**src/hdl/ocfg_pkg.sv**
```systemverilog
/*
 * Shared constants of the global configuration and sleep block: the
 * configuration register offsets, timer command codes, reset values and
 * the oscillator restart wait.
 * Assumes one system clock of 125 MHz and an 8-bit host address space.
 */
`default_nettype none
package ocfg_pkg;
   // Clock period in nanoseconds.
   localparam int CLK_PERIOD_NS = 8;
   // Oscillator restart time after a wake, in nanoseconds.
   localparam int OSC_START_NS = 1000;
   // Restart wait in cycles, rounded up.
   localparam int OSC_START_CYC = (OSC_START_NS + CLK_PERIOD_NS - 1) / CLK_PERIOD_NS;
   // Base of the configuration space.
   localparam logic [7:0] CFG_BASE = 8'h80;
   // Configuration register offsets.
   localparam logic [7:0] OFS_INT_SUMMARY = 8'h80;
   localparam logic [7:0] OFS_INT_CODE_LO = 8'h81;
   localparam logic [7:0] OFS_INT_CODE_MID = 8'h82;
   localparam logic [7:0] OFS_INT_CODE_HI = 8'h83;
   localparam logic [7:0] OFS_TIMER_CMD = 8'h84;
   localparam logic [7:0] OFS_TIMER_RSVD = 8'h85;
   localparam logic [7:0] OFS_TIMER_LO = 8'h86;
   localparam logic [7:0] OFS_TIMER_HI = 8'h87;
   localparam logic [7:0] OFS_SAMPLE_SEL = 8'h88;
   localparam logic [7:0] OFS_RSVD_A = 8'h89;
   localparam logic [7:0] OFS_SOFT_RESET = 8'h8A;
   localparam logic [7:0] OFS_SLEEP_EN = 8'h8B;
   localparam logic [7:0] OFS_REVISION = 8'h8C;
   localparam logic [7:0] OFS_DEVICE_ID = 8'h8D;
   localparam logic [7:0] OFS_BCAST = 8'h8E;
   // Channel register holding the interrupt status, within a channel block.
   localparam logic [3:0] CH_OFS_STATUS = 4'h2;
   // Value that arms sleep; any other value disarms it.
   localparam logic [7:0] SLEEP_ALL = 8'hFF;
   // Reset value of every writable configuration register.
   localparam logic [7:0] RESET_BYTE = 8'h00;
   // Identification codes; the values are arbitrary.
   localparam logic [7:0] REVISION_VAL = 8'h01;
   localparam logic [7:0] DEVICE_ID_VAL = 8'h5A;
   // Timer interrupt code shown for channel 0.
   localparam logic [2:0] TIMER_CODE = 3'h7;
   // Timer commands.
   localparam logic [3:0] TCMD_INT_ON = 4'h1;
   localparam logic [3:0] TCMD_INT_OFF = 4'h2;
   localparam logic [3:0] TCMD_ONESHOT = 4'h3;
   localparam logic [3:0] TCMD_RETRIG = 4'h4;
   localparam logic [3:0] TCMD_CLK_INT = 4'h5;
   localparam logic [3:0] TCMD_CLK_EXT = 4'h6;
   localparam logic [3:0] TCMD_START = 4'h9;
   localparam logic [3:0] TCMD_STOP = 4'hA;
   localparam logic [3:0] TCMD_RESET = 4'hB;
endpackage
`default_nettype wire

```
**src/hdl/octal_uart_global_config_sleep.sv**
```systemverilog
/*
 * Global configuration registers, channel address decode and sleep with
 * automatic wake of an eight-channel UART.
 * Assumes the host strobes are asynchronous pins with address and data
 * held steady for the whole strobe, and that the channel logic runs on
 * the same clock and answers reads combinationally from CHAN_ADDR_OUT.
 */
`default_nettype none
module octal_uart_global_config_sleep (
   input wire logic CLK_SYS_IN, // System clock.
   input wire logic SRST_IN, // Synchronous reset, active high.
   input wire logic [7:0] ADDR_IN, // Host address lines.
   input wire logic [7:0] DATA_IN, // Host data bus, input side.
   output logic [7:0] DATA_OUT, // Host data bus, output side.
   output logic DATA_OE_OUT, // High while the data bus is driven.
   input wire logic CS_N_IN, // Chip select, active low.
   input wire logic RD_N_IN, // Read strobe, active low.
   input wire logic WR_N_IN, // Write strobe, active low.
   output logic INT_OUT, // Device interrupt, active high.
   input wire logic [7:0] RX_IN, // Receive data pins.
   input wire logic [31:0] MODEM_IN, // Modem inputs, four per channel.
   input wire logic TMRCK_IN, // External timer clock pin.
   input wire logic [7:0] CHAN_INT_REQ_IN, // Channel service requests.
   input wire logic [23:0] CHAN_INT_CODE_IN, // Channel source codes.
   input wire logic [7:0] CHAN_MODEM_DELTA_IN, // Channel modem delta pending.
   input wire logic [7:0] CHAN_TX_LOAD_IN, // Channel transmit load pulses.
   input wire logic [63:0] CHAN_RDATA_IN, // Channel read data, byte per channel.
   output logic [7:0] CHAN_RD_OUT, // Channel read pulses.
   output logic [7:0] CHAN_WR_OUT, // Channel write pulses.
   output logic [3:0] CHAN_ADDR_OUT, // Register offset within a channel.
   output logic [7:0] CHAN_WDATA_OUT, // Channel write data.
   output logic [7:0] CHAN_RESET_OUT, // Channel soft reset pulses.
   output logic [7:0] SAMPLE_8X_OUT, // High selects 8X sampling.
   output logic OSC_RUN_OUT, // High while the crystal oscillator runs.
   output logic CLK_OK_OUT // High when channels may use the clock.
);
   // Whole state of the block.
   typedef struct packed {
      logic [7:0] rx_s1, rx_s2, rx_s3; // Receive pin synchroniser.
      logic [7:0] rx_st; // Accepted receive level.
      logic [31:0] md_s1, md_s2, md_s3; // Modem pin synchroniser.
      logic [31:0] md_st; // Accepted modem level.
      logic [2:0] bus_s1, bus_s2, bus_s3; // Strobe synchroniser: cs, rd, wr.
      logic rd_act; // Accepted read strobe state.
      logic wr_act; // Accepted write strobe state.
      logic tk_s1, tk_s2, tk_s3; // Timer clock synchroniser.
      logic tk_st; // Accepted timer clock level.
      logic [7:0] dout; // Read data.
      logic doe; // Data bus enable.
      logic rd_pend; // Channel read awaiting data.
      logic [2:0] rd_chan; // Channel being read.
      logic [7:0] chan_rd; // Channel read pulses.
      logic [7:0] chan_wr; // Channel write pulses.
      logic [3:0] chan_addr; // Channel register offset.
      logic [7:0] chan_wdata; // Channel write data.
      logic [7:0] chan_rst; // Soft reset pulses.
      logic [7:0] sample8x; // Sampling select.
      logic [7:0] sleep_en; // Sleep enables.
      logic bcast; // Broadcast write enable.
      logic tmr_ien; // Timer interrupt enable.
      logic tmr_oneshot; // One-shot mode.
      logic tmr_ext; // External clock source.
      logic tmr_run; // Timer running.
      logic tmr_irq; // Timer interrupt pending.
      logic [15:0] tmr_reload; // Reload value.
      logic [15:0] tmr_cnt; // Live count.
      logic asleep; // Oscillator stopped.
      logic [7:0] osc_wait; // Restart wait counter.
      logic clk_ok; // Clock usable.
      logic [7:0] wake; // Special wake interrupt per channel.
      logic int_out; // Device interrupt.
   } state_s;

   state_s st_reg; // Registered state.
   state_s st_next; // Next state.

   // Restart counter load value, cast to eight bits.
   localparam logic [7:0] OSC_LOAD = 8'(ocfg_pkg::OSC_START_CYC);

   // Returns true when a pin synchroniser's last two stages agree.
   function automatic logic [31:0] agree(input logic [31:0] a, input logic [31:0] b);
      agree = ~(a ^ b);
   endfunction

   logic [31:0] md_agree; // Modem synchroniser stages two and three agree.
   logic [7:0] summary; // Interrupt summary as read.
   logic [23:0] codes; // Packed source codes as read.
   logic [7:0] rx_fall; // Start bit edges.
   logic [7:0] md_chg; // Modem level changes per channel.
   logic [7:0] wake_ev; // Any wake event per channel.
   logic rd_go; // Host read begins.
   logic wr_go; // Host write begins.
   logic cfg_hit; // Address is in the configuration space.
   logic [2:0] ch_idx; // Channel selected by the address.
   logic tmr_tick; // One timer count step.
   logic tmr_done; // Timer reached the end.
   logic can_sleep; // All sleep conditions met.

   // Decode, events and status views that feed the next-state logic.
   always_comb begin
      summary = CHAN_INT_REQ_IN | st_reg.wake;
      summary[0] = summary[0] | st_reg.tmr_irq;
      codes = CHAN_INT_CODE_IN;
      // The timer shows up only on channel 0, below any channel source.
      if (st_reg.tmr_irq && (CHAN_INT_CODE_IN[2:0] == 3'h0)) begin
         codes[2:0] = ocfg_pkg::TIMER_CODE;
      end
      rx_fall = st_reg.rx_st & ~st_reg.rx_s2 & ~st_reg.rx_s3;
      md_agree = agree(st_reg.md_s2, st_reg.md_s3);
      for (int n = 0; n < 8; n++) begin
         md_chg[n] = |((st_reg.md_st[4*n +: 4] ^ st_reg.md_s2[4*n +: 4]) & md_agree[4*n +: 4]);
      end
      wake_ev = rx_fall | md_chg | CHAN_TX_LOAD_IN;
      rd_go = !st_reg.rd_act && st_reg.bus_s2[1] && st_reg.bus_s3[1];
      wr_go = !st_reg.wr_act && st_reg.bus_s2[2] && st_reg.bus_s3[2];
      cfg_hit = ADDR_IN[7];
      ch_idx = ADDR_IN[6:4];
      tmr_tick = st_reg.tmr_ext ? (!st_reg.tk_st && st_reg.tk_s2 && st_reg.tk_s3) : 1'b1;
      tmr_done = st_reg.tmr_run && tmr_tick && (st_reg.tmr_cnt <= 16'h0001);
      can_sleep = (summary == 8'h00)
         && (st_reg.sleep_en == ocfg_pkg::SLEEP_ALL)
         && (CHAN_MODEM_DELTA_IN == 8'h00)
         && (st_reg.rx_st == 8'hFF) && (wake_ev == 8'h00);
   end

   // Next state: synchronisers, bus access, timer and sleep control.
   always_comb begin
      st_next = st_reg;
      // Pin synchronisers; a level is accepted once stages two and three agree.
      st_next.rx_s1 = RX_IN;
      st_next.rx_s2 = st_reg.rx_s1;
      st_next.rx_s3 = st_reg.rx_s2;
      st_next.rx_st = (st_reg.rx_s2 & st_reg.rx_s3) | (st_reg.rx_st & (st_reg.rx_s2 ^ st_reg.rx_s3));
      st_next.md_s1 = MODEM_IN;
      st_next.md_s2 = st_reg.md_s1;
      st_next.md_s3 = st_reg.md_s2;
      st_next.md_st = (st_reg.md_s2 & agree(st_reg.md_s2, st_reg.md_s3))
         | (st_reg.md_st & ~agree(st_reg.md_s2, st_reg.md_s3));
      st_next.bus_s1 = {~WR_N_IN & ~CS_N_IN, ~RD_N_IN & ~CS_N_IN, ~CS_N_IN};
      st_next.bus_s2 = st_reg.bus_s1;
      st_next.bus_s3 = st_reg.bus_s2;
      st_next.tk_s1 = TMRCK_IN;
      st_next.tk_s2 = st_reg.tk_s1;
      st_next.tk_s3 = st_reg.tk_s2;
      if (st_reg.tk_s2 == st_reg.tk_s3) begin
         st_next.tk_st = st_reg.tk_s2;
      end
      // Strobe states follow the synchronised strobes once they agree.
      if (st_reg.bus_s2[1] == st_reg.bus_s3[1]) begin
         st_next.rd_act = st_reg.bus_s2[1];
      end
      if (st_reg.bus_s2[2] == st_reg.bus_s3[2]) begin
         st_next.wr_act = st_reg.bus_s2[2];
      end
      // The data bus is driven while the read strobe stays accepted.
      st_next.doe = st_next.rd_act;
      // Pulses last one cycle.
      st_next.chan_rd = 8'h00;
      st_next.chan_wr = 8'h00;
      st_next.chan_rst = 8'h00;
      st_next.rd_pend = 1'b0;

      // Timer counting.
      if (tmr_done) begin
         st_next.tmr_irq = st_reg.tmr_ien;
         st_next.tmr_cnt = st_reg.tmr_reload;
         st_next.tmr_run = !st_reg.tmr_oneshot;
      end else if (st_reg.tmr_run && tmr_tick) begin
         st_next.tmr_cnt = st_reg.tmr_cnt - 16'h0001;
      end

      // Channel read data is taken in the same cycle as the read pulse, since rd_pend is set with it.
      if (st_reg.rd_pend) begin
         st_next.dout = CHAN_RDATA_IN[8*st_reg.rd_chan +: 8];
      end

      // Host read.
      if (rd_go) begin
         if (cfg_hit) begin
            unique case (ADDR_IN)
               ocfg_pkg::OFS_INT_SUMMARY: st_next.dout = summary;
               ocfg_pkg::OFS_INT_CODE_LO: st_next.dout = codes[7:0];
               ocfg_pkg::OFS_INT_CODE_MID: st_next.dout = codes[15:8];
               ocfg_pkg::OFS_INT_CODE_HI: st_next.dout = codes[23:16];
               ocfg_pkg::OFS_TIMER_CMD: begin
                  // Reading reports and clears a pending timer interrupt.
                  st_next.dout = {7'h00, st_reg.tmr_irq};
                  st_next.tmr_irq = tmr_done && st_reg.tmr_ien;
               end
               ocfg_pkg::OFS_TIMER_LO: st_next.dout = st_reg.tmr_reload[7:0];
               ocfg_pkg::OFS_TIMER_HI: st_next.dout = st_reg.tmr_reload[15:8];
               ocfg_pkg::OFS_SAMPLE_SEL: st_next.dout = st_reg.sample8x;
               ocfg_pkg::OFS_SLEEP_EN: st_next.dout = st_reg.sleep_en;
               ocfg_pkg::OFS_REVISION: st_next.dout = ocfg_pkg::REVISION_VAL;
               ocfg_pkg::OFS_DEVICE_ID: st_next.dout = ocfg_pkg::DEVICE_ID_VAL;
               ocfg_pkg::OFS_BCAST: st_next.dout = {7'h00, st_reg.bcast};
               // Reserved, write-only and unused locations read as zero.
               default: st_next.dout = 8'h00;
            endcase
         end else begin
            // Channel space: pass the read on and collect the data next cycle.
            st_next.chan_rd[ch_idx] = 1'b1;
            st_next.chan_addr = ADDR_IN[3:0];
            st_next.rd_pend = 1'b1;
            st_next.rd_chan = ch_idx;
            // A status read clears that channel's special wake interrupt.
            if (ADDR_IN[3:0] == ocfg_pkg::CH_OFS_STATUS) begin
               st_next.wake[ch_idx] = 1'b0;
            end
         end
      end

      // Host write.
      if (wr_go) begin
         if (cfg_hit) begin
            unique case (ADDR_IN)
               ocfg_pkg::OFS_TIMER_CMD: begin
                  unique case (DATA_IN[3:0])
                     ocfg_pkg::TCMD_INT_ON: st_next.tmr_ien = 1'b1;
                     ocfg_pkg::TCMD_INT_OFF: st_next.tmr_ien = 1'b0;
                     ocfg_pkg::TCMD_ONESHOT: st_next.tmr_oneshot = 1'b1;
                     ocfg_pkg::TCMD_RETRIG: st_next.tmr_oneshot = 1'b0;
                     ocfg_pkg::TCMD_CLK_INT: st_next.tmr_ext = 1'b0;
                     ocfg_pkg::TCMD_CLK_EXT: st_next.tmr_ext = 1'b1;
                     ocfg_pkg::TCMD_START: begin
                        st_next.tmr_run = 1'b1;
                        st_next.tmr_cnt = st_reg.tmr_reload;
                     end
                     ocfg_pkg::TCMD_STOP: st_next.tmr_run = 1'b0;
                     ocfg_pkg::TCMD_RESET: begin
                        st_next.tmr_run = 1'b0;
                        st_next.tmr_cnt = st_reg.tmr_reload;
                     end
                     // Reserved commands do nothing.
                     default: st_next.tmr_run = st_next.tmr_run;
                  endcase
               end
               ocfg_pkg::OFS_TIMER_LO: st_next.tmr_reload[7:0] = DATA_IN;
               ocfg_pkg::OFS_TIMER_HI: st_next.tmr_reload[15:8] = DATA_IN;
               ocfg_pkg::OFS_SAMPLE_SEL: st_next.sample8x = DATA_IN;
               ocfg_pkg::OFS_SOFT_RESET: st_next.chan_rst = DATA_IN;
               ocfg_pkg::OFS_SLEEP_EN: st_next.sleep_en = DATA_IN;
               ocfg_pkg::OFS_BCAST: st_next.bcast = DATA_IN[0];
               // Read-only and reserved locations ignore writes.
               default: st_next.bcast = st_next.bcast;
            endcase
         end else begin
            // Channel space write, to one channel or all of them.
            if (st_reg.bcast) begin
               st_next.chan_wr = 8'hFF;
            end else begin
               st_next.chan_wr[ch_idx] = 1'b1;
            end
            st_next.chan_addr = ADDR_IN[3:0];
            st_next.chan_wdata = DATA_IN;
         end
      end

      // Sleep entry and exit.
      if (st_reg.asleep) begin
         if (wake_ev != 8'h00) begin
            st_next.asleep = 1'b0;
            st_next.wake = st_next.wake | wake_ev;
            st_next.osc_wait = OSC_LOAD;
         end
      end else if (can_sleep && st_reg.clk_ok) begin
         st_next.asleep = 1'b1;
         st_next.clk_ok = 1'b0;
      end
      // Channels get the clock back once the restart wait is over.
      if (!st_reg.asleep && !st_reg.clk_ok) begin
         if (st_reg.osc_wait <= 8'h01) begin
            st_next.clk_ok = 1'b1;
            st_next.osc_wait = 8'h00;
         end else begin
            st_next.osc_wait = st_reg.osc_wait - 8'h01;
         end
      end
      st_next.int_out = (summary != 8'h00) || (st_next.wake != 8'h00);
   end

   // State register with synchronous reset.
   always_ff @(posedge CLK_SYS_IN) begin
      if (SRST_IN) begin
         st_reg <= '0;
         st_reg.rx_st <= 8'hFF;
         st_reg.rx_s1 <= 8'hFF;
         st_reg.rx_s2 <= 8'hFF;
         st_reg.rx_s3 <= 8'hFF;
         st_reg.sleep_en <= ocfg_pkg::RESET_BYTE;
         st_reg.sample8x <= ocfg_pkg::RESET_BYTE;
         st_reg.clk_ok <= 1'b1;
      end else begin
         st_reg <= st_next;
      end
   end

   // Outputs come from state flip-flops, OSC_RUN_OUT through an inverter.
   assign DATA_OUT = st_reg.dout;
   assign DATA_OE_OUT = st_reg.doe;
   assign INT_OUT = st_reg.int_out;
   assign CHAN_RD_OUT = st_reg.chan_rd;
   assign CHAN_WR_OUT = st_reg.chan_wr;
   assign CHAN_ADDR_OUT = st_reg.chan_addr;
   assign CHAN_WDATA_OUT = st_reg.chan_wdata;
   assign CHAN_RESET_OUT = st_reg.chan_rst;
   assign SAMPLE_8X_OUT = st_reg.sample8x;
   assign OSC_RUN_OUT = ~st_reg.asleep;
   assign CLK_OK_OUT = st_reg.clk_ok;
endmodule
`default_nettype wire
```
**config.mk**
```make
export PLATFORM = sky130hd
export DESIGN_NAME = octal_uart_global_config_sleep
export DESIGN_NICKNAME = d
export VERILOG_FILES = /design/src/hdl/ocfg_pkg.sv /design/src/hdl/octal_uart_global_config_sleep.sv
export SDC_FILE = /design/constraint.sdc
export NUM_CORES = 1
export LEC_CHECK = 0
export BUFFER_PORTS_ARGS = -buffer_cell sky130_fd_sc_hd__buf_2
export CAP_MARGIN = 20
export CORE_ASPECT_RATIO = 0.7
export CORE_MARGIN = 2
export CORE_UTILIZATION = 35
export DETAILED_ROUTE_END_ITERATION = 10
export HOLD_SLACK_MARGIN = 0.12
export SLEW_MARGIN = 20
export SYNTH_ARGS = -nofsm -noshare
export SYNTH_HDL_FRONTEND = slang
export SYNTH_SLANG_ARGS = --single-unit
```
**constraint.sdc**
```tcl
create_clock -name CLK_SYS_IN -period 5.35 [get_ports CLK_SYS_IN]
set_input_delay 0 -clock CLK_SYS_IN [delete_from_list [all_inputs] [get_ports CLK_SYS_IN]]
set_output_delay 0 -clock CLK_SYS_IN [all_outputs]
set_load 0.01 [all_outputs]
```
==> results of run 1 <==
timing repair:
action | 4_1_cts | 5_1_grt
gates resized for setup | 0 | 0
hold buffers | 109 | 0
endpoints found under the hold margin | 169 | 0
metal layers:
metal,vias to the layer above,routed length (um),track usage
met5,-,0,0
met3,60,2850,0.0487
met2,364,15600,0.300
met1,4853,17100,0.268
met4,0,1010,0.0565
li1,5183,-,-
layout by cell type (no fill, tap or decap), drive strengths merged, types with 27 or more instances in the layout:
master | synthesis | layout
dfxtp | 293 | 293
a21oi | 141 | 141
dlygate4sd3 | 0 | 109
nor2b | 129 | 129
nor2 | 69 | 69
clkbuf | 52 | 42
buf | 66 | 232
mux2i | 27 | 27
or2 | 29 | 29
nand2 | 165 | 165
nor3b | 34 | 34
o21ai | 70 | 70
critical path, stage by stage:
cell and delay [ps]:
sky130_fd_sc_hd__dlygate4sd3_1 550, sky130_fd_sc_hd__buf_2 190, sky130_fd_sc_hd__or4b_1 730, sky130_fd_sc_hd__nor3_4 590, sky130_fd_sc_hd__o21ai_0 250, sky130_fd_sc_hd__a31oi_1 180, sky130_fd_sc_hd__dlygate4sd3_1 560, sky130_fd_sc_hd__o31ai_1 80
sky130_fd_sc_hd__dlygate4sd3_1 590, sky130_fd_sc_hd__o21ai_0 70, sky130_fd_sc_hd__dlygate4sd3_1 550
stage by stage:
step / area, um^2 / total power (W)
2_1_floorplan: 12300 / 0.00241
3_3_place_gp: 13400 / 0.00252
3_5_place_dp: 13400 / 0.00253
4_1_cts: 15500 / 0.00472
5_1_grt: 15500 / 0.00484
6_report: 15500 / 0.00466
area by class of cell:
cell class / instances / area, um^2 / area share
clock buffer: 41 / 852 / 0.0549
multi-input combinational: 928 / 5710 / 0.368
inverter: 13 / 48.8 / 0.00315
timing repair buffer: 342 / 2290 / 0.148
clock inverter: 11 / 151 / 0.00976
tap: 472 / 591 / 0.0381
sequential: 293 / 5870 / 0.378
power by group through the flow:
stage,combinational (W),clock (W),sequential [W]
2_1_floorplan,0.000118,0,0.00229
3_3_place_gp,0.000227,0,0.00230
3_5_place_dp,0.000230,0,0.00230
4_1_cts,0.000283,0.00218,0.00225
5_1_grt,0.000309,0.00228,0.00225
6_report,0.000284,0.00213,0.00225
final timing paths:
path | startpoint | end
max | ADDR_IN[4] | DATA_OUT[0]$_SDFF_PP0_
min | CHAN_RDATA_IN[4] | DATA_OUT[4]$_SDFF_PP0_
max reg2reg | st_reg[272]$_SDFF_PP1_ | st_reg[18]$_SDFF_PP0_
min reg2reg | st_next[286]$_SDFF_PP1_ | st_next[278]$_SDFF_PP1_
kinds of logic (layout without fill, tap and decap cells):
logic type	count (synthesis)	after routing	share of synthesized area
AND/OR/NAND/NOR	563	563	0.248
adder cells (fa/ha/maj)	12	12	0.0122
AO/OA/AOI/OAI	289	289	0.138
XOR/XNOR	19	19	0.0136
multiplexers	45	45	0.0532
buffers and inverters	131	407	0.0572
flip-flops	293	293	0.478
==> results, run 1 <==
- The flow ran to the end, and the final reports show no timing, DRC or antenna violations.
- The worst setup path is launched from a primary input.
- At the worst endpoint, the required time is 5850 ps.
- The number of cells produced by synthesis is ~1400.
- At the end of the flow, the number of nets in the layout was 1794.
- The first global-routing pass estimated ~56000 um of wire.
- The path class of the tightest hold or removal check is primary input to flip-flop.
- The final wirelength is 36600 um.
- Yosys printed 0 warnings.
- The floorplan step defined a core boundary enclosing 34600 um^2.
- The sequential share of power is 0.483.
- TritonCTS built the clock tree.
- Using the TritonRoute via totals, the vias-per-cell ratio works out to around 5.
- After legalization and detailed placement, the total HPWL measured roughly 26000 um.
- The kind of end point of the critical path is a flip-flop.
- The synthesized design contains just under 300 register bits.
- The root buffer selected by CTS is sky130_fd_sc_hd__clkbuf_16.
- Before CTS, the worst setup slack after placement is between 2000 and 2500 ps.
- The prevailing post-synth register cell is sky130_fd_sc_hd__dfxtp_1.
- Setup violations remaining at the end of the flow were counted as 0.
- Entering global routing, the biggest net connects a little under 200 pins.
- The layout has between 3000 and 4000 filler cells.
- The vertical die dimension is 161 um.
- The routed layout has 10500 vias.
- The category of the most critical setup path is primary input to flip-flop.
- The worst setup skew after layout is 27.0 ps.
- The die covers 36600 um^2.
- The async set or reset register ratio after synthesis is 0.
- The routed length per placed instance is ~17 um.
- The count of endpoints failing hold in the final timing report came to 0.
- Yosys mapped the design onto a little under 70 distinct sky130hd cell types.
- The count of non-filler cells in the finished layout is 2100.
- The share of the Yosys chip area taken by registers is 0.478.
- For this run, the total global-route usage over all layers was measured as 0.194.
- The most instantiated library cell after synthesis is sky130_fd_sc_hd__dfxtp_1.
- The worst setup margin is 1500 ps.
- Clock tree synthesis found a total of 293 sinks.
- The proportion of power drawn by the clock network is 0.456.
- For the pin with the worst max-slew slack, the measured transition is a little over 1000 ps.
- The tool flagged a number of max-cap violations equal to 0.
- The via count of the first global-routing pass is 10000.
- The worst ir drop on vdd is between 0.2 and 0.3 mV.
- The number of cells on the worst reg-to-reg path is 10.
- The register-to-register setup slack is roughly 1800 ps.
- The final antenna diode count is 0.
- The post-route antenna net violation count is 0.
- In this run the count of I/O pins placed on the die edge is 230.
- The weighted congestion reported at the end of routability-driven placement is 0.945.
- Ranked by total cell area, the synthesized netlist is headed by sky130_fd_sc_hd__dfxtp_1 (48%), sky130_fd_sc_hd__nor2b_1 (6.6%), sky130_fd_sc_hd__a21oi_1 (5.8%).
- After synthesis, the mean cell area works out to 9.08 um^2.
- The worst pin sits at a relative slew slack of 0.317.
- CTS built an H-tree with a depth of 1.
- The number of buffers created by CTS is 30.
- The final number of max-transition violations is 0.
- The cell depth of the worst hold path is 6.
- Hold is met by 151 ps.
- The initial detailed-routing violation count is a little under 800.
- The die extent in x is about 230 um.
- The port buffer count is 229.
- Of the total power, the share spent switching nets is 0.222.
- The worst path in the final design needs a cycle of 3850 ps, including I/O delays and setup.
- The internal power of the cells totals 0.00362 W.
- The starting density of the core is 0.355.
- For this run, design rule violations remaining after detail routing come to 0.
- The setup TNS is 0 ps.
- The synthesized net count is 1538.
- The clock tree buffer depth is 3.
- Once placement completed, the tool counted placed cells totaling roughly 1900.
- Clock latency on the worst-skew pair, taken at its later pin, is ~580 ps.
- Counting flops with a built-in enable in the synthesized netlist gives 0.
- The number of antenna violations at the first check in global routing is 0.
- The synthesized netlist occupies a cell area of 12300 um^2.
- Setup repair after global routing left no endpoint under its margin.
- The growth of design area from synthesis to finish is 26.4%.
- The static power due to leakage is 5.95 nW.
- The largest area contributor in the synthesized netlist is sky130_fd_sc_hd__dfxtp_1.
- The share of total power in combinational logic is 0.061.
- The data arrival time of the worst path is 4350 ps.
- Of the cells placed in the final design, the portion with a size suffix greater than 1 is 0.208.
- By count the netlist is led by sky130_fd_sc_hd__dfxtp_1 (293), sky130_fd_sc_hd__nand2_1 (165), sky130_fd_sc_hd__a21oi_1 (141).
- The overall overflow remaining after global route is 0.
- Timing would allow up to roughly 0.26 GHz.
- For this run, the detailed router's first-pass iteration total came to 5.
- The post-CTS setup buffer count is 0.
- For this design the ratio of total power to cell area is 300 nW/um^2.
- The analysis attributes to net switching a power of 0.00104 W.
- The portion of synthesized cell area occupied by the leading cell type is 0.478.
- The final design utilization is 0.448.
- The top fanout value on the critical path is 19.
- In this run the core area contains 57 standard-cell rows.
- Of the available clock period, the critical path in the final layout requires 0.719.
- The clock input transition at the sequential cells of the worst setup and hold paths is 60 ps.
No activity file was read; power rests on OpenSTA's default activity.
==> inputs of run 2 (changes only) <==
--- a/config.mk
+++ b/config.mk
@@ -5,6 +5,7 @@
 export SDC_FILE = /design/constraint.sdc
 export NUM_CORES = 1
 export LEC_CHECK = 0
+export ABC_AREA = 1
 export BUFFER_PORTS_ARGS = -buffer_cell sky130_fd_sc_hd__buf_2
 export CAP_MARGIN = 20
 export CORE_ASPECT_RATIO = 0.7
==> constraint.sdc (replaced) <==
create_clock -name CLK_SYS_IN -period 3.3 [get_ports CLK_SYS_IN]
set_input_delay 0 -clock CLK_SYS_IN [delete_from_list [all_inputs] [get_ports CLK_SYS_IN]]
set_output_delay 0 -clock CLK_SYS_IN [all_outputs]
set_load 0.01 [all_outputs]
==> run 2 against run 1 <==
Sequential cell count is the same. Global-route usage fell by 0.65 points. Highest routed layer unchanged. Clock power up 65%. Register-to-register slack lost 1500 ps. Critical path depth increased by 6. Sequential share of layout area down 2.4 points. Clock skew fell by 18 ps. Largest cell class unchanged. Largest power group unchanged. Non-clock buffer count increased by 44. Critical path type unchanged. Wire length is 1.1% higher.
==> results, run 2 <==
- The flow ran to the end, and the final reports show no timing, DRC or antenna violations.
- The die extent in x is 233 um (+2.1%).
- The overall fraction of global-route tracks in use is 0.187 (-0.00651).
- The category of the most critical setup path is primary input to flip-flop.
- STA classifies the critical path endpoint as a flip-flop.
- The register-to-register setup slack was 300 ps (-1450 ps).
- The clock net sink count came to 293 (unchanged).
- The share of cells above drive strength 1 was 0.167 (-0.0406).
- The worst setup skew after layout is 9.15 ps (-17.9 ps).
- Leaving out fill and tap cells, the most frequent cell in the layout is sky130_fd_sc_hd__dfxtp_1.
- The number of cell rows is 58 (+1.8%).
- The routed length per placed instance is 14.3 um (-18%).
- Setup repair after global routing left no endpoint under its margin.
- The number of buffers created by CTS is 30 (unchanged).
- The total setup violations reported at the end of the flow is 0 (unchanged).
- The starting density of the core is 0.356 (+0.00113).
- The final number of max-transition violations is 0 (unchanged).
- The power per unit of standard cell area is 464 nW/um^2 (+55%).
- The prevailing post-synth register cell is sky130_fd_sc_hd__dfxtp_1.
- The total design power is 0.00769 W (+65%).
- The data arrival time of the worst path came to 3570 ps (-780 ps).
- Based on the critical path, the design can be clocked at up to 0.328 GHz.
- The worst setup path endpoint is DATA_OUT[1]$_SDFF_PP0_.
- The fraction of the yosys area taken by sequential cells is 0.458 (-0.0201).
- The routed design could run at a clock period as short as a little over 3000 ps.
- sky130_fd_sc_hd__dfxtp_1 takes more of the synthesized area than any other cell.
- The tree is rooted in a sky130_fd_sc_hd__clkbuf_16.
- The mean instance size in the synthesized netlist was 7.28 um^2 (-20%).
- The worst ir drop on vdd is 0.395 mV (+50%).
- The final net count came to 2264 (+26%).
- The critical path startpoint category is a primary input.
- The tightest min-delay check is of the primary input to flip-flop type.
- The largest net degree at the start of global routing is 96 (-51%).
- The capture instance of the worst register-to-register path is DATA_OUT[3]$_SDFF_PP0_.
- The final wirelength is 37000 um (+1.1%).
- The via count of the first global-routing pass is 11200 (+12%).
- The setup TNS is 0 ps (unchanged).
- In the finished design, the share of the clock period the worst path needs comes to 0.925.
- The number of remaining DRC errors is 0 (unchanged).
- The weighted congestion reported at the end of routability-driven placement came to 0.952 (+0.67%).
- The launch instance of the worst register-to-register path is st_reg[110]$_SDFFE_PP0P_.
- The vertical die dimension is 164 um (+2.1%).
- The overall via count from detail_route is 12200 (+16%).
- The clock tree buffer depth is 3 (unchanged).
- The portion of synthesized cell area occupied by the leading cell type is 0.458 (-0.0201).
- The top fanout value on the critical path came to 8 (-11).
- The relative max-transition margin is 0.348 (+0.0308).
- The final antenna diode count is 0 (unchanged).
- The number of maximum-capacitance violations is 0 (unchanged).
- The synthesis warning total is 0 (unchanged).
- The pin slew with the least headroom to its limit is 977 ps (-39.7 ps).
- The initial detailed-routing violation count was 792 (+2.2%).
- The count of endpoints failing hold in the final timing report came to 0 (unchanged).
- The synthesized flop and latch total is 293 (unchanged).
- Tracing the worst setup path back leads to its startpoint at ADDR_IN[1].
- The latest clock arrival within the worst-skew pair is 570 ps (about the same).
- The cell area after synthesis was 12800 um^2 (+4.4%).
- The I/O pin count is 230 (unchanged).
- In the post-synthesis netlist, the biggest area contributors are sky130_fd_sc_hd__dfxtp_1 (46%), sky130_fd_sc_hd__nor2_1 (8.3%), sky130_fd_sc_hd__inv_1 (7.8%).
- The number of enable-type register cells in the synthesized netlist is 0 (unchanged).
- The overall overflow remaining after global route is 0 (unchanged).
- The worst path required time is 3820 ps (-2030 ps).
- The deepest level of the CTS H-tree is 1 (unchanged).
- The global-route wire length before repair was 57300 um (+2.3%).
- The static power due to leakage came to 7.48 nW (+26%).
- The port buffer count came to 229 (unchanged).
- The async set or reset register ratio after synthesis is 0 (unchanged).
- The clock tree from TritonCTS is built.
- The first-pass iteration count of the detailed router is 5 (unchanged).
- The number of antenna violations at the first check in global routing came to 0 (unchanged).
- The number of cells produced by synthesis is 1760 (+30%).
- The floorplan die area is 38200 um^2 (+4.3%).
- Relative to the synthesized area, the layout overhead comes to 29.3%.
- The HPWL reported at the end of detailed placement is 26500 um (+2.7%).
- The clock input transition at the sequential cells of the worst setup and hold paths is 70 ps (about the same).
- Leaving out fill and tap cells, the most frequent cells in the layout are sky130_fd_sc_hd__dfxtp_1 (293), sky130_fd_sc_hd__nor2_1 (284), sky130_fd_sc_hd__inv_1 (264).
- The post-route antenna net violation count was 0 (unchanged).
- The post-detailed-route via-to-cell ratio is 4.71 (-5.4%).
- The synthesized net count is 1946 (+27%).
- The distinct cell type count of the synthesized netlist is 45 (-34%).
- By instance count, the leading cell after synthesis is sky130_fd_sc_hd__dfxtp_1.
- The commonest cells after synthesis are sky130_fd_sc_hd__dfxtp_1 (293), sky130_fd_sc_hd__nor2_1 (284), sky130_fd_sc_hd__inv_1 (265).
- The number of cells on the worst reg-to-reg path came to 8 (-2).
- The area of the core region came to 36000 um^2 (+4.1%).
run 2: metal layers:
| metal | wire length [um] | global-route usage | vias up |
|---|---|---|---|
| met5 | 0 | 0 | - |
| li1 | - | - | 6174 |
| met4 | 779 | 0.0431 | 0 |
| met3 | 2360 | 0.0385 | 52 |
| met2 | 16000 | 0.287 | 281 |
| met1 | 17900 | 0.269 | 5659 |
run 2: what timing repair did:
item | in CTS | in global routing
gates resized for setup | 0 | 3
buffers inserted | 0 | 5
endpoints found under the setup margin | 0 | 7
endpoints found under the hold margin | 187 | 0
hold buffers | 144 | 0
run 2: area by class of cell:
type | count | area, um^2
Fill cell | 3652 | 19400
Timing Repair Buffer | 386 | 2720
Tap cell | 480 | 601
Clock buffer | 46 | 892
Inverter | 282 | 1060
Multi-Input combinational cell | 1084 | 5290
Sequential cell | 293 | 5870
Timing Repair inverter | 1 | 5.00
Clock inverter | 10 | 130
run 2: metrics by stage:
step                      hold slack, ps  cells  setup WS [ps]  instance area, um^2  utilization
final                                136   2582            247                16600        0.460
after floorplan                     71.1   1760           1740                12800            -
after CTS                            125   2575           35.8                16500        0.458
after global placement               165   2375           1270                14000        0.389
after global routing                 152   2582           10.6                16600        0.460
after detailed placement             167   2375           1250                14000        0.389
run 2: kinds of logic (layout without fill, tap and decap cells):
kind of cell             after synthesis  after routing  share of synthesized area
buffers and inverters                383            725                      0.130
flip-flops                           293            293                      0.458
AND/OR/NAND/NOR                      708            708                      0.239
adder cells (fa/ha/maj)               12             12                     0.0117
XOR/XNOR                              20             20                     0.0137
multiplexers                           4              4                    0.00313
AO/OA/AOI/OAI                        340            340                      0.145
run 2: critical path, cell delays in order:
cell                            delay [ps]
sky130_fd_sc_hd__dlygate4sd3_1         530
sky130_fd_sc_hd__buf_2                 140
sky130_fd_sc_hd__inv_1                  80
sky130_fd_sc_hd__nor2_1                200
sky130_fd_sc_hd__nand2_1               160
sky130_fd_sc_hd__inv_1                  80
sky130_fd_sc_hd__nand2_1                50
sky130_fd_sc_hd__inv_1                 210
sky130_fd_sc_hd__nand2_1                80
sky130_fd_sc_hd__nand2_1                70
sky130_fd_sc_hd__dlygate4sd3_1         550
sky130_fd_sc_hd__nor2_1                 50
sky130_fd_sc_hd__dlygate4sd3_1         560
sky130_fd_sc_hd__nand2_1                70
sky130_fd_sc_hd__nand3_1                70
sky130_fd_sc_hd__a21oi_1               130
sky130_fd_sc_hd__dlygate4sd3_1         550
run 2: power by group:
part | total (W) | internal, W | switching [W]
registers | 0.00365 | 0.00361 | 0.0000382
clock network | 0.00351 | 0.00209 | 0.00142
logic | 0.000542 | 0.000260 | 0.000282
total | 0.00769 | 0.00595 | 0.00174
run 2: worst min path at each step:
stage,start,to,slack (ps),cells after the start
4_1_cts,CS_N_IN,st_next[133]$_SDFF_PP0_,130,3
6_report,CHAN_TX_LOAD_IN[1],st_reg[2]$_SDFF_PP0_,140,9
3_3_place_gp,WR_N_IN,st_next[133]$_SDFF_PP0_,160,2
2_1_floorplan,RD_N_IN,st_next[132]$_SDFF_PP0_,70,1
5_1_grt,CS_N_IN,st_next[133]$_SDFF_PP0_,150,3
3_5_place_dp,WR_N_IN,st_next[133]$_SDFF_PP0_,170,2
==> inputs of run 3 (changes only) <==
--- a/config.mk
+++ b/config.mk
@@ -10,10 +10,13 @@
 export CAP_MARGIN = 20
 export CORE_ASPECT_RATIO = 0.7
 export CORE_MARGIN = 2
-export CORE_UTILIZATION = 35
+export CORE_UTILIZATION = 45
 export DETAILED_ROUTE_END_ITERATION = 10
 export HOLD_SLACK_MARGIN = 0.12
+export PLACE_DENSITY = 0.69
+export RECOVER_POWER = 100
 export SLEW_MARGIN = 20
 export SYNTH_ARGS = -nofsm -noshare
 export SYNTH_HDL_FRONTEND = slang
 export SYNTH_SLANG_ARGS = --single-unit
+export TNS_END_PERCENT = 10
==> run 3 against run 2 <==
The flow now finishes with violations (capacitance limit, slew limit). Count of clock-buffer cells in the layout fell by 12. Combinational power decreased by 8.1%. Critical path depth fell by 1. Sequential share of layout area rose by 1.4 points. Via count is 1.7% lower. Wire length down 4.9%. Cell area is 3.9% lower. Sequential cell count stayed put. First-iteration DRC count grew 16%. Power is 2.4% lower.
==> results, run 3 (synthesis results as in run 2) <==
- The flow ran to the end, but the final reports show violations.
- The checks that failed: capacitance limit, slew limit.
- The relative max-transition margin is -0.139 (-0.487).
- The share of total power in combinational logic is 0.066 (-0.004).
- The filler cell count is 2635 (-28%).
- The overall fraction of global-route tracks in use is 0.237 (+0.0493).
- The worst slack at placement came to 1350 ps (+105 ps).
- The floorplan die area is 29900 um^2 (-22%).
- The final wirelength was 35200 um (-4.9%).
- The final number of max-transition violations is 148 (+148).
- The total design power is 0.00751 W (-2.4%).
- The number of antenna violations at the first check in global routing is 0 (unchanged).
- The area of the core region came to 27900 um^2 (-23%).
- The fraction of the cycle the final worst path needs is 0.953 (+0.0275).
- The clock tree from TritonCTS is built.
- The highest clock frequency the design can meet is 0.318 GHz (-2.9%).
- The number of buffers created by CTS is 28 (-6.7%).
- The worst ir drop on vdd came to 0.320 mV (-19%).
- The critical path startpoint category is a primary input.
- The cell seen most often among critical-path stages is sky130_fd_sc_hd__dlygate4sd3_1.
- The number of remaining DRC errors is 0 (unchanged).
- The clock period minus final worst setup slack is 3140 ps (+90.8 ps).
- The starting density of the core is 0.459 (+0.103).
- The instance count after placement with tap cells included is 2267 (-4.5%).
- STA classifies the critical path endpoint as a flip-flop.
- The critical path goes through dlygate4sd3_1, clkbuf_1, inv_2, nand3_4, nor2_8, nand3_1, inv_1, nand2_1, nand2_1, dlygate4sd3_1, nor2_1, dlygate4sd3_1, nand3_1, nand3_1, a21oi_1, dlygate4sd3_1.
- The top fanout value on the critical path is 6 (-2).
- The fraction of power spent switching nets was 0.231 (+0.00433).
- The cell internal power dissipation is 0.00578 W (-2.9%).
- The worst setup skew after layout is 13.8 ps (+4.66 ps).
- The category of the most critical setup path is primary input to flip-flop.
- The power per unit of standard cell area is 472 nW/um^2 (+1.6%).
- The setup TNS is 0 ps (unchanged).
- The weighted congestion reported at the end of routability-driven placement came to 1.01 (+6.3%).
- The via count of the first global-routing pass is 11400 (+1.9%).
- The final net count was 2229 (-1.5%).
- The deepest level of the CTS H-tree was 1 (unchanged).
- The count of endpoints failing hold in the final timing report came to 0 (unchanged).
- The port buffer count is 229 (unchanged).
- The most common cell after layout, fill and taps aside is sky130_fd_sc_hd__dfxtp_1.
- The delay contributed by the slowest stage of the critical path came to 580 ps (+20 ps).
- The count of non-filler cells in the finished layout was 2436 (-5.7%).
- The net load switching power came to 0.00173 W (-0.50%).
- The number of cell rows came to 51 (-12%).
- Setup repair after global routing left no endpoint under its margin.
- The clock tree buffer depth is 3 (unchanged).
- The post-detailed-route via-to-cell ratio came to 4.91 (+4.2%).
- The overall overflow remaining after global route came to 0 (unchanged).
- The routed length per placed instance is 14.4 um (+0.76%).
- The largest net degree at the start of global routing is 95 (-1.0%).
- The number of maximum-capacitance violations is 2 (+2).
- The cell sitting at the root of the clock tree is a sky130_fd_sc_hd__clkbuf_16.
- The area of the multi-input gates was 5260 um^2 (-0.61%).
- The overall via count from detail_route is 12000 (-1.7%).
- The worst path required time came to 3790 ps (-30 ps).
- The flip-flop and latch area was 5870 um^2 (unchanged).
- The minimum hold slack is 111 ps (-24.7 ps).
- The latest clock arrival within the worst-skew pair is 560 ps (about the same).
- The HPWL reported at the end of detailed placement is 25500 um (-3.6%).
- The register-to-register setup slack is 360 ps (+60 ps).
- The final antenna diode count is 0 (unchanged).
- The I/O pin count is 230 (unchanged).
- The sequential share of power was 0.485 (+0.011).
- The static power due to leakage came to 7.04 nW (-5.8%).
- The proportion of power drawn by the clock network is 0.448 (-0.008).
- The clock net sink count was 293 (unchanged).
- The share of cells above drive strength 1 is 0.135 (-0.0319).
- The pin slew with the least headroom to its limit is 1710 ps (+732 ps).
- In this run the worst hold path is classified as primary input to flip-flop.
- The clock input transition at the sequential cells of the worst setup and hold paths is 70 ps (about the same).
- The initial detailed-routing violation count was 921 (+16%).
- The vertical die dimension is 145 um (-12%).
- Relative to the synthesized area, the layout overhead comes to 24.3%.
- The first-pass iteration count of the detailed router is 5 (unchanged).
- The die extent in x is 206 um (-12%).
- The library cell contributing the largest single delay on the critical path is sky130_fd_sc_hd__dlygate4sd3_1.
- The post-route antenna net violation count came to 0 (unchanged).
- The total setup violations reported at the end of the flow is 0 (unchanged).
- The global-route wire length before repair is 57500 um (+0.40%).
- The data arrival time of the worst path is 3640 ps (+70 ps).
- The worst setup margin was 156 ps (-90.8 ps).
- The top cell types in the final layout, fill and taps aside, are sky130_fd_sc_hd__dfxtp_1 (293), sky130_fd_sc_hd__nor2_1 (289), sky130_fd_sc_hd__inv_1 (268).
-- run 3: cell types whose count changed in the layout (fill, tap and decap cells not counted), moves of 3 or more --
cell	before	now
sky130_fd_sc_hd__inv_1	264	268
sky130_fd_sc_hd__buf_4	12	6
sky130_fd_sc_hd__clkbuf_1	9	61
sky130_fd_sc_hd__nor2_1	284	289
sky130_fd_sc_hd__dlygate4sd3_1	144	116
sky130_fd_sc_hd__inv_2	14	11
sky130_fd_sc_hd__buf_2	228	170
sky130_fd_sc_hd__inv_6	0	4
sky130_fd_sc_hd__nor2_2	8	5
-- run 3: metrics by stage --
step | cell area [um^2] | util
after global routing | 15900 | 0.571
after CTS | 16000 | 0.574
after global placement | 13900 | 0.498
after floorplan | 12800 | -
final | 15900 | 0.571
after detailed placement | 13900 | 0.498
-- run 3: final cells by class --
class	instances	share of cell area
clock buffer	34	0.0493
timing repair buffer	354	0.144
tap	371	0.0292
multi-input combinational	1084	0.330
inverter	282	0.0665
sequential	293	0.369
clock inverter	18	0.0121
-- run 3: worst max-delay path: cells and delay by family --
| kind | cells | cell delay (ps) |
|---|---|---|
| buffers and inverters | 7 | 2730 |
| AND/OR/NAND/NOR | 8 | 740 |
| AO/OA/AOI/OAI | 1 | 160 |
-- run 3: power by group through the flow --
stage | combinational (W) | sequential [W] | clock (W)
6_report | 0.000498 | 0.00364 | 0.00337
5_1_grt | 0.000560 | 0.00365 | 0.00360
4_1_cts | 0.000499 | 0.00364 | 0.00344
3_5_place_dp | 0.000415 | 0.00372 | 0
3_3_place_gp | 0.000409 | 0.00372 | 0
2_1_floorplan | 0.000226 | 0.00371 | 0
-- run 3: timing repair --
action / 4_1_cts / 5_1_grt
buffers inserted: 0 / 1
gates resized for setup: 0 / 1
endpoints found under the hold margin: 161 / 0
setup endpoints to repair: 0 / 5
hold buffers: 116 / 0
-- run 3: worst paths after layout --
| kind | start | end | cells past startpoint |
|---|---|---|---|
| worst max register to register | st_reg[110]$_SDFFE_PP0P_ | DATA_OUT[7]$_SDFF_PP0_ | 8 |
| worst min-delay path | CHAN_TX_LOAD_IN[1] | st_reg[2]$_SDFF_PP0_ | 9 |
| worst max-delay path | ADDR_IN[4] | DATA_OUT[0]$_SDFF_PP0_ | 16 |
| worst min register to register | st_next[221]$_SDFF_PP0_ | st_next[189]$_SDFF_PP0_ | 2 |
-- run 3: layer usage --
layer	vias up	GRT usage	share of wire
li1	6115	-	-
met1	5445	0.346	0.48
met2	347	0.354	0.42
met3	55	0.0548	0.075
met4	0	0.0493	0.019
met5	-	0	0
